**src/hdl/power_mode_pkg.sv**
```systemverilog
package power_mode_pkg;

    // register indices; byte address is four times the index
    localparam logic [7:0] IDX_SYSTEM_CLOCK_SOURCE = 8'h8F;
    localparam logic [7:0] IDX_WAKE_MASK = 8'h9F;
    localparam logic [7:0] IDX_POWER_CONTROL = 8'hA0;
    localparam logic [7:0] IDX_WDOG_CTRL = 8'hA1;
    localparam logic [7:0] IDX_POWER_STATUS = 8'hA2;
    localparam logic [11:0] ADDR_SYSTEM_CLOCK_SOURCE = {2'h0, IDX_SYSTEM_CLOCK_SOURCE, 2'h0};
    localparam logic [11:0] ADDR_WAKE_MASK = {2'h0, IDX_WAKE_MASK, 2'h0};
    localparam logic [11:0] ADDR_POWER_CONTROL = {2'h0, IDX_POWER_CONTROL, 2'h0};
    localparam logic [11:0] ADDR_WDOG_CTRL = {2'h0, IDX_WDOG_CTRL, 2'h0};
    localparam logic [11:0] ADDR_POWER_STATUS = {2'h0, IDX_POWER_STATUS, 2'h0};

    // reset values
    localparam logic [7:0] RST_WAKE_MASK = 8'hFF;
    localparam logic [7:0] RST_SYSTEM_CLOCK_SOURCE = 8'h0C;

    // system_clock_source_reg fields
    localparam int CLKSRC_LSB = 0;
    localparam int SETTLE_LSB = 2;

    // power_control_reg fields
    localparam int PWR_IDLE_BIT = 0;
    localparam int PWR_STOP_BIT = 1;
    localparam int PWR_SLEEP_BIT = 2;

    // watchdog control fields
    localparam int WD_EN_BIT = 0;
    localparam int WD_RSTMODE_BIT = 1;
    localparam int WD_RESTART_BIT = 2;
    localparam int WD_FLAG_BIT = 3;
    localparam logic [29:0] WDOG_LIMIT_DEFAULT = 30'h3FFFFFFF;

    // settle delays in slow oscillator cycles
    localparam logic [8:0] SETTLE_CYC_0 = 9'h008;
    localparam logic [8:0] SETTLE_CYC_1 = 9'h010;
    localparam logic [8:0] SETTLE_CYC_2 = 9'h040;
    localparam logic [8:0] SETTLE_CYC_3 = 9'h100;

    // system clock multiplexer codes
    localparam logic [1:0] MUX_FAST_DIV = 2'h0;
    localparam logic [1:0] MUX_SLOW = 2'h1;
    localparam logic [1:0] MUX_EXTERNAL = 2'h2;

    localparam int EXT_LINES = 8;
    localparam int CLOCKLESS_SRC = 3;
    localparam int WAKE_SRC = EXT_LINES + CLOCKLESS_SRC;

    typedef enum logic [2:0] {
        ST_RUN = 3'h0,
        ST_STOP_ENTRY = 3'h1,
        ST_SLEEP = 3'h3,
        ST_SETTLE = 3'h2,
        ST_STOP = 3'h5,
        ST_IDLE = 3'h4
    } power_state_t;

endpackage : power_mode_pkg

```
**src/hdl/power_mode_wakeup_control.sv**
```systemverilog
`timescale 1ns/10ps
// What this block does
// - eight mask bits each allow one external or pin-change line to wake; reset all ones
// - wake detection uses the source edge even for level-triggered interrupts
// - wake works without interrupt enable; then CPU resumes at next instruction
// - wake from STOP or SLEEP restarts fast oscillator and resumes system clock
// - only pins, touch key, LIN wake and slow timer may wake from STOP or SLEEP
// - setting idle stops CPU clock; other peripherals keep their clock
// - in IDLE integrated peripherals are blocked and no instructions run
// - IDLE ends on reset or an enabled external interrupt line
// - on IDLE exit the CPU vectors at once to the waking source
// - hardware clears the idle bit when returning from IDLE
// - setting stop gates all clocks and disables the fast oscillator
// - oscillator shutdown is aligned to its last clock edge
// - STOP exit clears stop bit, restarts oscillator, keeps prior clock settings
// - a line ends STOP only when its mask bit is set; vectoring needs enable
// - after a STOP wake service the CPU retries the STOP instruction
// - SLEEP turns off main regulator; state and SRAM kept
// - SLEEP exits like STOP, re-enables regulator, waits settle delay
// - settle field picks 8, 16, 64 or 256 slow cycles, also after reset
// - system clock from divided fast oscillator, slow or external; divided after reset
// - source codes 00 and 10 divided fast, 01 slow, 11 external
// - 30-bit watchdog runs on CPU clock, halts in IDLE and STOP, irq or reset
module power_mode_wakeup_control
    import power_mode_pkg::*;
#(
    parameter logic [29:0] WDOG_LIMIT = WDOG_LIMIT_DEFAULT
) (
    input wire logic pclk,
    input wire logic presetn,
    input wire logic psel,
    input wire logic penable,
    input wire logic pwrite,
    input wire logic [11:0] paddr,
    input wire logic [31:0] pwdata,
    output logic [31:0] prdata,
    output logic pready,
    output logic pslverr,
    input wire logic [EXT_LINES-1:0] ext_wake_pins,
    input wire logic touch_key_unit_wake,
    input wire logic lin_wake,
    input wire logic slow_timer_wake,
    input wire logic slow_osc,
    input wire logic fast_internal_osc,
    input wire logic [EXT_LINES-1:0] irq_lines,
    input wire logic [EXT_LINES-1:0] irq_enable,
    input wire logic cpu_instr_done,
    output logic cpu_clock_en,
    output logic periph_clock_en,
    output logic integrated_block,
    output logic osc_enable,
    output logic main_regulator_en,
    output logic [1:0] system_clock_mux_sel,
    output logic wake_resume,
    output logic [EXT_LINES-1:0] wake_vector,
    output logic resume_retry,
    output logic wdog_irq,
    output logic wdog_reset
);

    function automatic logic [8:0] settle_cycles(input logic [1:0] code);
        case (code)
            2'h0: settle_cycles = SETTLE_CYC_0;
            2'h1: settle_cycles = SETTLE_CYC_1;
            2'h2: settle_cycles = SETTLE_CYC_2;
            default: settle_cycles = SETTLE_CYC_3;
        endcase
    endfunction : settle_cycles

    function automatic logic [1:0] clock_mux(input logic [1:0] code);
        case (code)
            2'h1: clock_mux = MUX_SLOW;
            2'h3: clock_mux = MUX_EXTERNAL;
            default: clock_mux = MUX_FAST_DIV;
        endcase
    endfunction : clock_mux

    power_state_t state;
    power_state_t next_state;
    logic [7:0] wake_mask;
    logic [7:0] system_clock_source;
    logic [2:0] power_ctrl;
    logic wdog_en;
    logic wdog_rstmode;
    logic wdog_flag;
    logic [29:0] wdog_count;
    logic [8:0] settle_count;
    logic [WAKE_SRC-1:0] wake_latch;
    logic [WAKE_SRC-1:0] wake_s1;
    logic [WAKE_SRC-1:0] wake_s2;
    logic [WAKE_SRC-1:0] wake_s3;
    logic [2:0] slow_sync;
    logic [2:0] fast_sync;

    // bus decode
    wire bus_setup = psel && !penable;
    wire bus_write = psel && penable && pwrite;
    wire hit_source = (paddr == ADDR_SYSTEM_CLOCK_SOURCE);
    wire hit_mask = (paddr == ADDR_WAKE_MASK);
    wire hit_power = (paddr == ADDR_POWER_CONTROL);
    wire hit_wdog = (paddr == ADDR_WDOG_CTRL);
    wire hit_status = (paddr == ADDR_POWER_STATUS);
    wire hit_any = hit_source || hit_mask || hit_power || hit_wdog || hit_status;
    wire wr_source = bus_write && hit_source;
    wire wr_mask = bus_write && hit_mask;
    wire wr_power = bus_write && hit_power;
    wire wr_wdog = bus_write && hit_wdog;
    wire [31:0] read_word = hit_source ? {24'h0, system_clock_source} :
                            hit_mask ? {24'h0, wake_mask} :
                            hit_power ? {29'h0, power_ctrl} :
                            hit_wdog ? {28'h0, wdog_flag, 1'b0, wdog_rstmode, wdog_en} :
                            hit_status ? {18'h0, wake_latch, state} : 32'h0;

    assign pready = 1'b1;

    always_ff @(posedge pclk or negedge presetn) begin
        if (!presetn) begin
            prdata <= 32'h0;
            pslverr <= 1'b0;
        end else if (bus_setup) begin
            prdata <= pwrite ? 32'h0 : read_word;
            pslverr <= !hit_any;
        end
    end

    // synchronisers for asynchronous pins
    wire [WAKE_SRC-1:0] wake_pins = {slow_timer_wake, lin_wake, touch_key_unit_wake,
                                     ext_wake_pins};

    always_ff @(posedge pclk or negedge presetn) begin
        if (!presetn) begin
            wake_s1 <= '0;
            wake_s2 <= '0;
            wake_s3 <= '0;
            slow_sync <= 3'h0;
            fast_sync <= 3'h0;
        end else begin
            wake_s1 <= wake_pins;
            wake_s2 <= wake_s1;
            wake_s3 <= wake_s2;
            slow_sync <= {slow_sync[1:0], slow_osc};
            fast_sync <= {fast_sync[1:0], fast_internal_osc};
        end
    end

    wire slow_tick = slow_sync[1] && !slow_sync[2];
    wire fast_last_edge = !fast_sync[1] && fast_sync[2];
    wire [WAKE_SRC-1:0] wake_rise = wake_s2 & ~wake_s3;
    // clocked peripherals have no path here; clockless sources always allowed
    wire [WAKE_SRC-1:0] wake_allow = {{CLOCKLESS_SRC{1'b1}}, wake_mask};
    wire [WAKE_SRC-1:0] wake_hit = wake_rise & wake_allow;
    wire clock_parked = (state == ST_STOP_ENTRY) || (state == ST_STOP) ||
                        (state == ST_SLEEP) || (state == ST_SETTLE);
    wire wake_any = |wake_latch;
    wire [EXT_LINES-1:0] ext_woken = wake_latch[EXT_LINES-1:0];
    wire [EXT_LINES-1:0] stop_vector = ext_woken & irq_enable;
    wire [EXT_LINES-1:0] idle_vector = irq_lines & irq_enable;
    wire idle_exit = |idle_vector;
    wire [8:0] settle_limit = settle_cycles(system_clock_source[SETTLE_LSB+:2]);
    wire settle_done = slow_tick && (settle_count == settle_limit - 9'h001);
    wire stop_req = power_ctrl[PWR_STOP_BIT] || power_ctrl[PWR_SLEEP_BIT];

    // next power state
    always_comb begin
        next_state = state;
        case (state)
            ST_RUN: begin
                if (stop_req && cpu_instr_done) begin
                    next_state = ST_STOP_ENTRY;
                end else if (power_ctrl[PWR_IDLE_BIT] && cpu_instr_done) begin
                    next_state = ST_IDLE;
                end
            end
            ST_IDLE: begin
                if (idle_exit) begin
                    next_state = ST_RUN;
                end
            end
            ST_STOP_ENTRY: begin
                if (fast_last_edge) begin
                    next_state = power_ctrl[PWR_SLEEP_BIT] ? ST_SLEEP : ST_STOP;
                end
            end
            ST_STOP: begin
                if (wake_any) begin
                    next_state = ST_RUN;
                end
            end
            ST_SLEEP: begin
                if (wake_any) begin
                    next_state = ST_SETTLE;
                end
            end
            ST_SETTLE: begin
                if (settle_done) begin
                    next_state = ST_RUN;
                end
            end
            default: next_state = ST_RUN;
        endcase
    end

    wire leave_idle = (state == ST_IDLE) && (next_state == ST_RUN);
    wire leave_park = clock_parked && (next_state == ST_RUN);

    // state starts in settle so the reset delay is honoured
    always_ff @(posedge pclk or negedge presetn) begin
        if (!presetn) begin
            state <= ST_SETTLE;
            settle_count <= 9'h000;
        end else begin
            state <= next_state;
            if (state != ST_SETTLE) begin
                settle_count <= 9'h000;
            end else if (slow_tick) begin
                settle_count <= settle_count + 9'h001;
            end
        end
    end

    // wake latch, the clear on clock return wins over a new set
    always_ff @(posedge pclk or negedge presetn) begin
        if (!presetn) begin
            wake_latch <= '0;
        end else if (clock_parked) begin
            wake_latch <= wake_latch | wake_hit;
        end else begin
            wake_latch <= '0;
        end
    end

    // registers written by software
    always_ff @(posedge pclk or negedge presetn) begin
        if (!presetn) begin
            wake_mask <= RST_WAKE_MASK;
            system_clock_source <= RST_SYSTEM_CLOCK_SOURCE;
        end else begin
            if (wr_mask) begin
                wake_mask <= pwdata[7:0];
            end
            if (wr_source) begin
                system_clock_source <= pwdata[7:0];
            end
        end
    end

    always_ff @(posedge pclk or negedge presetn) begin
        if (!presetn) begin
            power_ctrl <= 3'h0;
        end else if (leave_idle) begin
            power_ctrl[PWR_IDLE_BIT] <= 1'b0;
        end else if (leave_park) begin
            power_ctrl <= 3'h0;
        end else if (wr_power) begin
            power_ctrl <= power_ctrl | pwdata[2:0];
        end
    end

    // resume information for the core
    always_ff @(posedge pclk or negedge presetn) begin
        if (!presetn) begin
            wake_resume <= 1'b0;
            wake_vector <= '0;
            resume_retry <= 1'b0;
        end else begin
            wake_resume <= leave_idle || leave_park;
            if (leave_idle) begin
                wake_vector <= idle_vector;
                resume_retry <= 1'b0;
            end else if (leave_park) begin
                wake_vector <= stop_vector;
                resume_retry <= |stop_vector;
            end
        end
    end

    // clock and power gating; the source setting is never touched by sequencing
    assign cpu_clock_en = (state == ST_RUN);
    assign periph_clock_en = (state == ST_RUN) || (state == ST_IDLE);
    assign integrated_block = (state != ST_RUN);
    assign osc_enable = (state != ST_STOP) && (state != ST_SLEEP);
    assign main_regulator_en = (state != ST_SLEEP);
    assign system_clock_mux_sel = clock_mux(system_clock_source[CLKSRC_LSB+:2]);

    // watchdog on the cpu clock
    wire wdog_expire = cpu_clock_en && wdog_en && (wdog_count == WDOG_LIMIT);
    wire wdog_restart = wr_wdog && pwdata[WD_RESTART_BIT];
    wire wdog_flag_clr = wr_wdog && pwdata[WD_FLAG_BIT];

    always_ff @(posedge pclk or negedge presetn) begin
        if (!presetn) begin
            wdog_en <= 1'b0;
            wdog_rstmode <= 1'b0;
            wdog_count <= 30'h0;
            wdog_flag <= 1'b0;
            wdog_reset <= 1'b0;
        end else begin
            if (wr_wdog) begin
                wdog_en <= pwdata[WD_EN_BIT];
                wdog_rstmode <= pwdata[WD_RSTMODE_BIT];
            end
            if (wdog_restart || wdog_expire) begin
                wdog_count <= 30'h0;
            end else if (cpu_clock_en && wdog_en) begin
                wdog_count <= wdog_count + 30'h1;
            end
            if (wdog_expire && !wdog_rstmode) begin
                wdog_flag <= 1'b1;
            end else if (wdog_flag_clr) begin
                wdog_flag <= 1'b0;
            end
            wdog_reset <= wdog_expire && wdog_rstmode;
        end
    end

    assign wdog_irq = wdog_flag;
endmodule : power_mode_wakeup_control

```
**config.mk**
```make
export PLATFORM = sky130hd
export DESIGN_NAME = power_mode_wakeup_control
export DESIGN_NICKNAME = d
export VERILOG_FILES = /design/src/hdl/power_mode_pkg.sv /design/src/hdl/power_mode_wakeup_control.sv
export SDC_FILE = /design/constraint.sdc
export NUM_CORES = 1
export LEC_CHECK = 0
export ABC_CLOCK_PERIOD_IN_PS = 4870
export BUFFER_PORTS_ARGS = -buffer_cell sky130_fd_sc_hd__buf_2
export CAP_MARGIN = 20
export CORE_UTILIZATION = 35
export CTS_BUF_LIST = sky130_fd_sc_hd__clkbuf_8 sky130_fd_sc_hd__clkbuf_16
export DETAILED_ROUTE_END_ITERATION = 12
export PLACE_DENSITY_LB_ADDON = 0.12
export RECOVER_POWER = 25
export SLEW_MARGIN = 0
export SYNTH_ARGS = -nofsm -noshare
export SYNTH_HDL_FRONTEND = slang
export SYNTH_SLANG_ARGS = --single-unit
```
**constraint.sdc**
```tcl
create_clock -name pclk -period 4.87 [get_ports pclk]
set_input_delay 0.974 -clock pclk [delete_from_list [all_inputs] [get_ports pclk]]
set_output_delay 0.974 -clock pclk [all_outputs]
set_load 0.005 [all_outputs]
```
# Word level (Yosys, flattened, before mapping)
# Cells that the tools add are included.
dict set report op_classes {
  add_sub_neg 3
  n_eq_ne 19
  mux 31
  bitwise 8
  reduce_logical 51
}
# cell n
set ops {}
lappend ops {{2-to-1 mux 14 bit} 6}
lappend ops {{== test 12 x 10 -> 1 bit (second input constant)} 5}
lappend ops {{2-to-1 mux 30 bit} 2}
lappend ops {{adder 30 x 1 -> 30 bit (second input constant)} 1}
lappend ops {{== test 30 bit (second input constant)} 1}
lappend ops {{2-to-1 mux 3 bit} 10}
lappend ops {{case mux 9 bit (3 select lines)} 1}
lappend ops {{AND 11 bit} 2}
lappend ops {{logical AND 1 bit} 21}
lappend ops {{2-to-1 mux 9 bit} 2}
lappend ops {{case mux 3 bit (6 select lines)} 1}
lappend ops {{AND 8 bit} 2}
lappend ops {{2-to-1 mux 8 bit} 2}
lappend ops {{OR reduction 8 bit} 2}
lappend ops {{logical OR 1 bit} 11}
lappend ops {{2-to-1 mux 11 bit} 1}
lappend ops {{NOT 11 bit} 1}
lappend ops {{OR 11 bit} 1}
lappend ops {{OR reduction 11 bit} 1}
lappend ops {{nonzero test 2 bit} 5}
lappend ops {{adder 9 x 1 -> 9 bit (second input constant)} 1}
lappend ops {{== test 9 bit} 1}
lappend ops {{subtractor 9 x 1 -> 9 bit (second input constant)} 1}
lappend ops {{== test 3 x 2 -> 1 bit (second input constant)} 2}
lappend ops {{15 further kinds} 29}
dict set report word_totals {
  register_bits 158
  input_bits 79
  out_inout_bits 53
  wordCells 134
}

# Longest topological paths before layout
dict set report depth {
  depth_word 11
  depth_mapped 9
  mapped_depth_nobuf 8
}

# Least setup slack after synthesis
# No wires, ideal clock.
dict set report synth_timing {
  path_type {input -> register}
  from {in paddr[5]}
  to {reg wdog_count[27]}
  setup_time_ns 0.077
  arrival_ns 2.618
  required_ns 4.793
  path_slack_ns 2.174
  stages 7
  n_path_buf 2
  path_cell_list {or4b_4 -> nor3_2 -> a31oi_1 -> buf_6 -> buf_6 -> or4_1 -> a21oi_1}
}
dict set report synth_between {
  elab_chain_len 5
  word_cells_on_any_way 6
  classes_between {eq/ne (1); mux (1); reduce/logical (4)}
}
# element line
set synth_lines {}
lappend synth_lines {{start: declaration} power_mode_wakeup_control.sv:34} ;# input wire logic [11:0] paddr,
lappend synth_lines {{== test 12 x 10 -> 1 bit (*)} power_mode_wakeup_control.sv:101} ;# wire hit_wdog = (paddr == ADDR_WDOG_CTRL);
lappend synth_lines {{logical AND 1 bit (*)} power_mode_wakeup_control.sv:107} ;# wire wr_wdog = bus_write && hit_wdog;
lappend synth_lines {{logical AND 1 bit (*)} power_mode_wakeup_control.sv:287} ;# wire wdog_restart = wr_wdog && pwdata[WD_RESTART_BIT];
lappend synth_lines {{logical OR 1 bit (*)} power_mode_wakeup_control.sv:302} ;# if (wdog_restart || wdog_expire) begin
lappend synth_lines {{2-to-1 mux 30 bit / nonzero test 2 bit (equally long branches)} --}
lappend synth_lines {{end signal: assignment} power_mode_wakeup_control.sv:305} ;# wdog_count <= wdog_count + 30'h1;
lappend synth_lines {{end: declaration} power_mode_wakeup_control.sv:86} ;# logic [29:0] wdog_count;
# Every way passes the cells marked *; elsewhere a longest branch is shown, timed or not.
# A chain may end at the register's enable or synchronous reset.

==> flow_summary.ini <==
[timing]
fin_worst_skew_ps = 8.008
finalSetupViolations = 0
drv_slew = 51
fin_crit_sh = 0.6315
rsz0062_at_grt = no
slew_headroom = -0.8761
finalHoldViolCount = 0
fmax_mhz = 325.2
tns_ps = 0
period_needed_ps = 3075
worst_pin_slew_ps = 2814

[min_path]
hold_end = wake_s2[9]
hold_class = reg -> reg
hp-start = wake_s1[9]
holdPathStages = 0

[floorplan]
io_pins = 132
core_um2 = 18020
rows = 49
die_h_um = 137.8
start_util = 0.3581
dieArea_um2 = 18990
chipWidth_um = 137.8

[routing]
wl_um = 16030
wl_per_cell_um = 17.12
drcViolationCount = 0
ant_nets = 0
avgViaCountPerCell = 5.422
dr.first_iter.drc_count = 418
vias = 5075
first_pass_iters = 4

[yosys]
synth_edf_count = 0
avgSynthCellArea_um2 = 10.55
ys_ff_latch = 140
synthArstFlopShare = 1.000
synth-main-ff-cell = dfrtp_1
synth.distinct_cells = 60
synthesis.instances = 612
ys_seq_area_frac = 0.5449
yosysWarnings = 0
syn_area_um2 = 6455

[status]
violations = max-capacitance violations, max-slew violations
outcome = finished with violations

[worst_setup_path]
critPathMaxStageDelay_ps = 1940
cp_num_buf_inv = 2
rrSetupSlack_ps = 2020
crit_type = in -> async
worstSetupStartpoint = presetn
crit_slowest_cell = clkbuf_1
cp.arrival_ps = 3600
crit_required_ps = 5400
r2r-end = wdog_count[27]
path_cells = clkbuf_1 > buf_4
crit_path_max_fanout = 51
critPathCaptureType = async pin
cp_top_family = buffers and inverters
reg2reg_from = wdog_count[2]
worst_r2r_path_depth = 5
startpoint_type = input port

[global_routing]
use_met2 = 0.2644
grt_overflow = 0
grt_max_degree = 113
grtUsageTotal = 0.1792
use_met3 = 0.04378
grt_use_met1 = 0.2557
grt_pass1_wl_um = 25380
grt.busiest_layer = met2
grt_pass1_vias = 4732
antenna_found_initial = 0

[placement]
dp_hpwl_um = 11090
placedCellCount = 903
portBuffers = 88
gp_congestion = 0.7649

[power_and_ir_drop]
powerDensity_nw_per_um2 = 383.7
p_leak_nw = 3.422
vdd.ir_drop.worst_v = 0.0002336
power_mw = 2.938

[clocking]
clock_sinks = 140
cts.clk_slew.worst_paths_ps = 70
root_buffer = clkbuf_16
numCtsBuffers = 17
cts_resized = 0
cts_max_level = 4
ctsLongestPathBuffers = 2
cts_tree = done
clock_latency_ps = 420
ctsHoldBuffers = 0
cts_setup_buffers = 0

[finish]
final_nets = 776
largest_reg_flops = 30
num_antenna_cells = 0
largestRegisters = wdog_count (30), prdata (14)
top_register = wdog_count
layoutNonFillerInstCount = 936
ff_latch_area_um2 = 3517
utilization = 0.4248
fillers = 1754
area_growth_pct = 18.61
multiInputGateArea_um2 = 2659
drive_above_1_share = 0.2334

[run]
cap_viol_max_count = 1
-- cell type report --
| type | count | area share |
|---|---|---|
| clock buffer | 17 | 0.05556 |
| multi-input combinational | 418 | 0.3473 |
| tap | 229 | 0.03742 |
| sequential | 140 | 0.4594 |
| timing repair buffer | 94 | 0.06586 |
| clock inverter | 15 | 0.02321 |
| inverter | 23 | 0.01128 |
-- cells by family (layout without fill, tap and decap cells) --
group / Yosys count / in the layout / share of synthesized area
muxes: 25 / 25 / 0.04226
AOI/OAI and AO/OA: 144 / 144 / 0.1458
xor gates and xnor gates: 10 / 10 / 0.01357
adders and majority gates: 3 / 3 / 0.005816
other: 2 / 19 / 0.001163
and+or+nand+nor: 217 / 217 / 0.1911
DFF: 140 / 140 / 0.5449
buffers and inverters: 71 / 149 / 0.05544
-- cells in the final DEF, fill, tap and decap left out, types with 5 or more instances in the layout --
cell       synthesis  routed
dfstp_2           11      11
nor4_1             6       6
mux2i_1            7       7
dfrtp_1          129     129
conb_1             2      19
nand4_1           14      14
o31ai_1           24      24
a21oi_1           44      44
a31oi_1           13      12
nor2_1            40      40
o211ai_1          17      17
nor3_1             5       5
o21ai_0           16      16
and2_1             7       7
mux2_2            18      18
a22oi_1            5       5
or3_1              8       8
clkbuf_16          0      17
and3_1             8       8
inv_1             23      23
or4_1             21      21
and4b_1            5       5
a22o_1             6       6
nand2b_1           8       8
buf_4             19       5
xor2_1             7       7
nand2_1           45      45
buf_2              4      87
nand3_1           22      22
-- cell usage after synthesis, drive strengths merged (3+ instances only) --
library cell  instances  area (um^2)
xor2                  7        61.31
inv                  23        86.33
o31ai                24        180.2
ha                    3        37.54
nand2b                8        50.05
mux2                 18        202.7
a22o                  6        52.55
and3                  8        50.05
nor4                  6        37.54
a22oi                 5        37.54
or3                   8        50.05
nand4                14        87.58
dfrtp               129         3228
or4b                  3        33.78
o211ai               17        127.6
nand2                45        168.9
xnor2                 3        26.28
dfstp                11        289.0
or4                  21        157.7
and4b                 5        50.05
and2                  8        50.05
a21o                  3        22.52
a31oi                13        81.33
nor2b                 3        18.77
mux2i                 7        70.07
o41ai                 3        26.28
nand3                22        110.1
clkbuf               20        75.07
nor2                 40        150.1
nor3                  7        45.04
o21ai                17        85.08
buf                  28        196.4
a21oi                44        220.2
and4                  4        35.03
nor4b                 5        56.31
-- per-stage QoR --
stage | setup WS (ps) | hold slack [ps] | area, um^2
2_1_floorplan | 2174 | 331.2 | 6519
3_3_place_gp | 1725 | 332.5 | 7033
3_5_place_dp | 1684 | 334.7 | 7033
4_1_cts | 2051 | 348.7 | 7636
5_1_grt | 1157 | 362.2 | 7656
6_report | 1795 | 346.8 | 7656
-- metal layers --
| metal | wire length [um] | vias up |
|---|---|---|
| met5 | 0 | - |
| met4 | 255 | 0 |
| met3 | 829 | 21 |
| met2 | 7064 | 154 |
| met1 | 7875 | 2512 |
| li1 | - | 2388 |
-- where the power goes --
| group | internal, mW | leakage [nW] | total [mW] | switching [mW] |
|---|---|---|---|---|
| registers | 1.23 | 1.80 | 1.29 | 0.0641 |
| clock network | 0.775 | 0.293 | 1.33 | 0.556 |
| logic | 0.126 | 1.33 | 0.314 | 0.188 |
-- worst max path at each step --
stage | to | slack, ps | depth (start not counted)
after floorplan | wdog_count[27] | 2170 | 7
after CTS | wdog_count[27] | 2050 | 5
after global placement | wdog_count[16] | 1730 | 7
after global routing | wdog_count[24] | 1160 | 1
final | system_clock_source[3] | 1790 | 2
after detailed placement | wdog_count[15] | 1680 | 7
No activity file was read; power rests on OpenSTA's default activity.
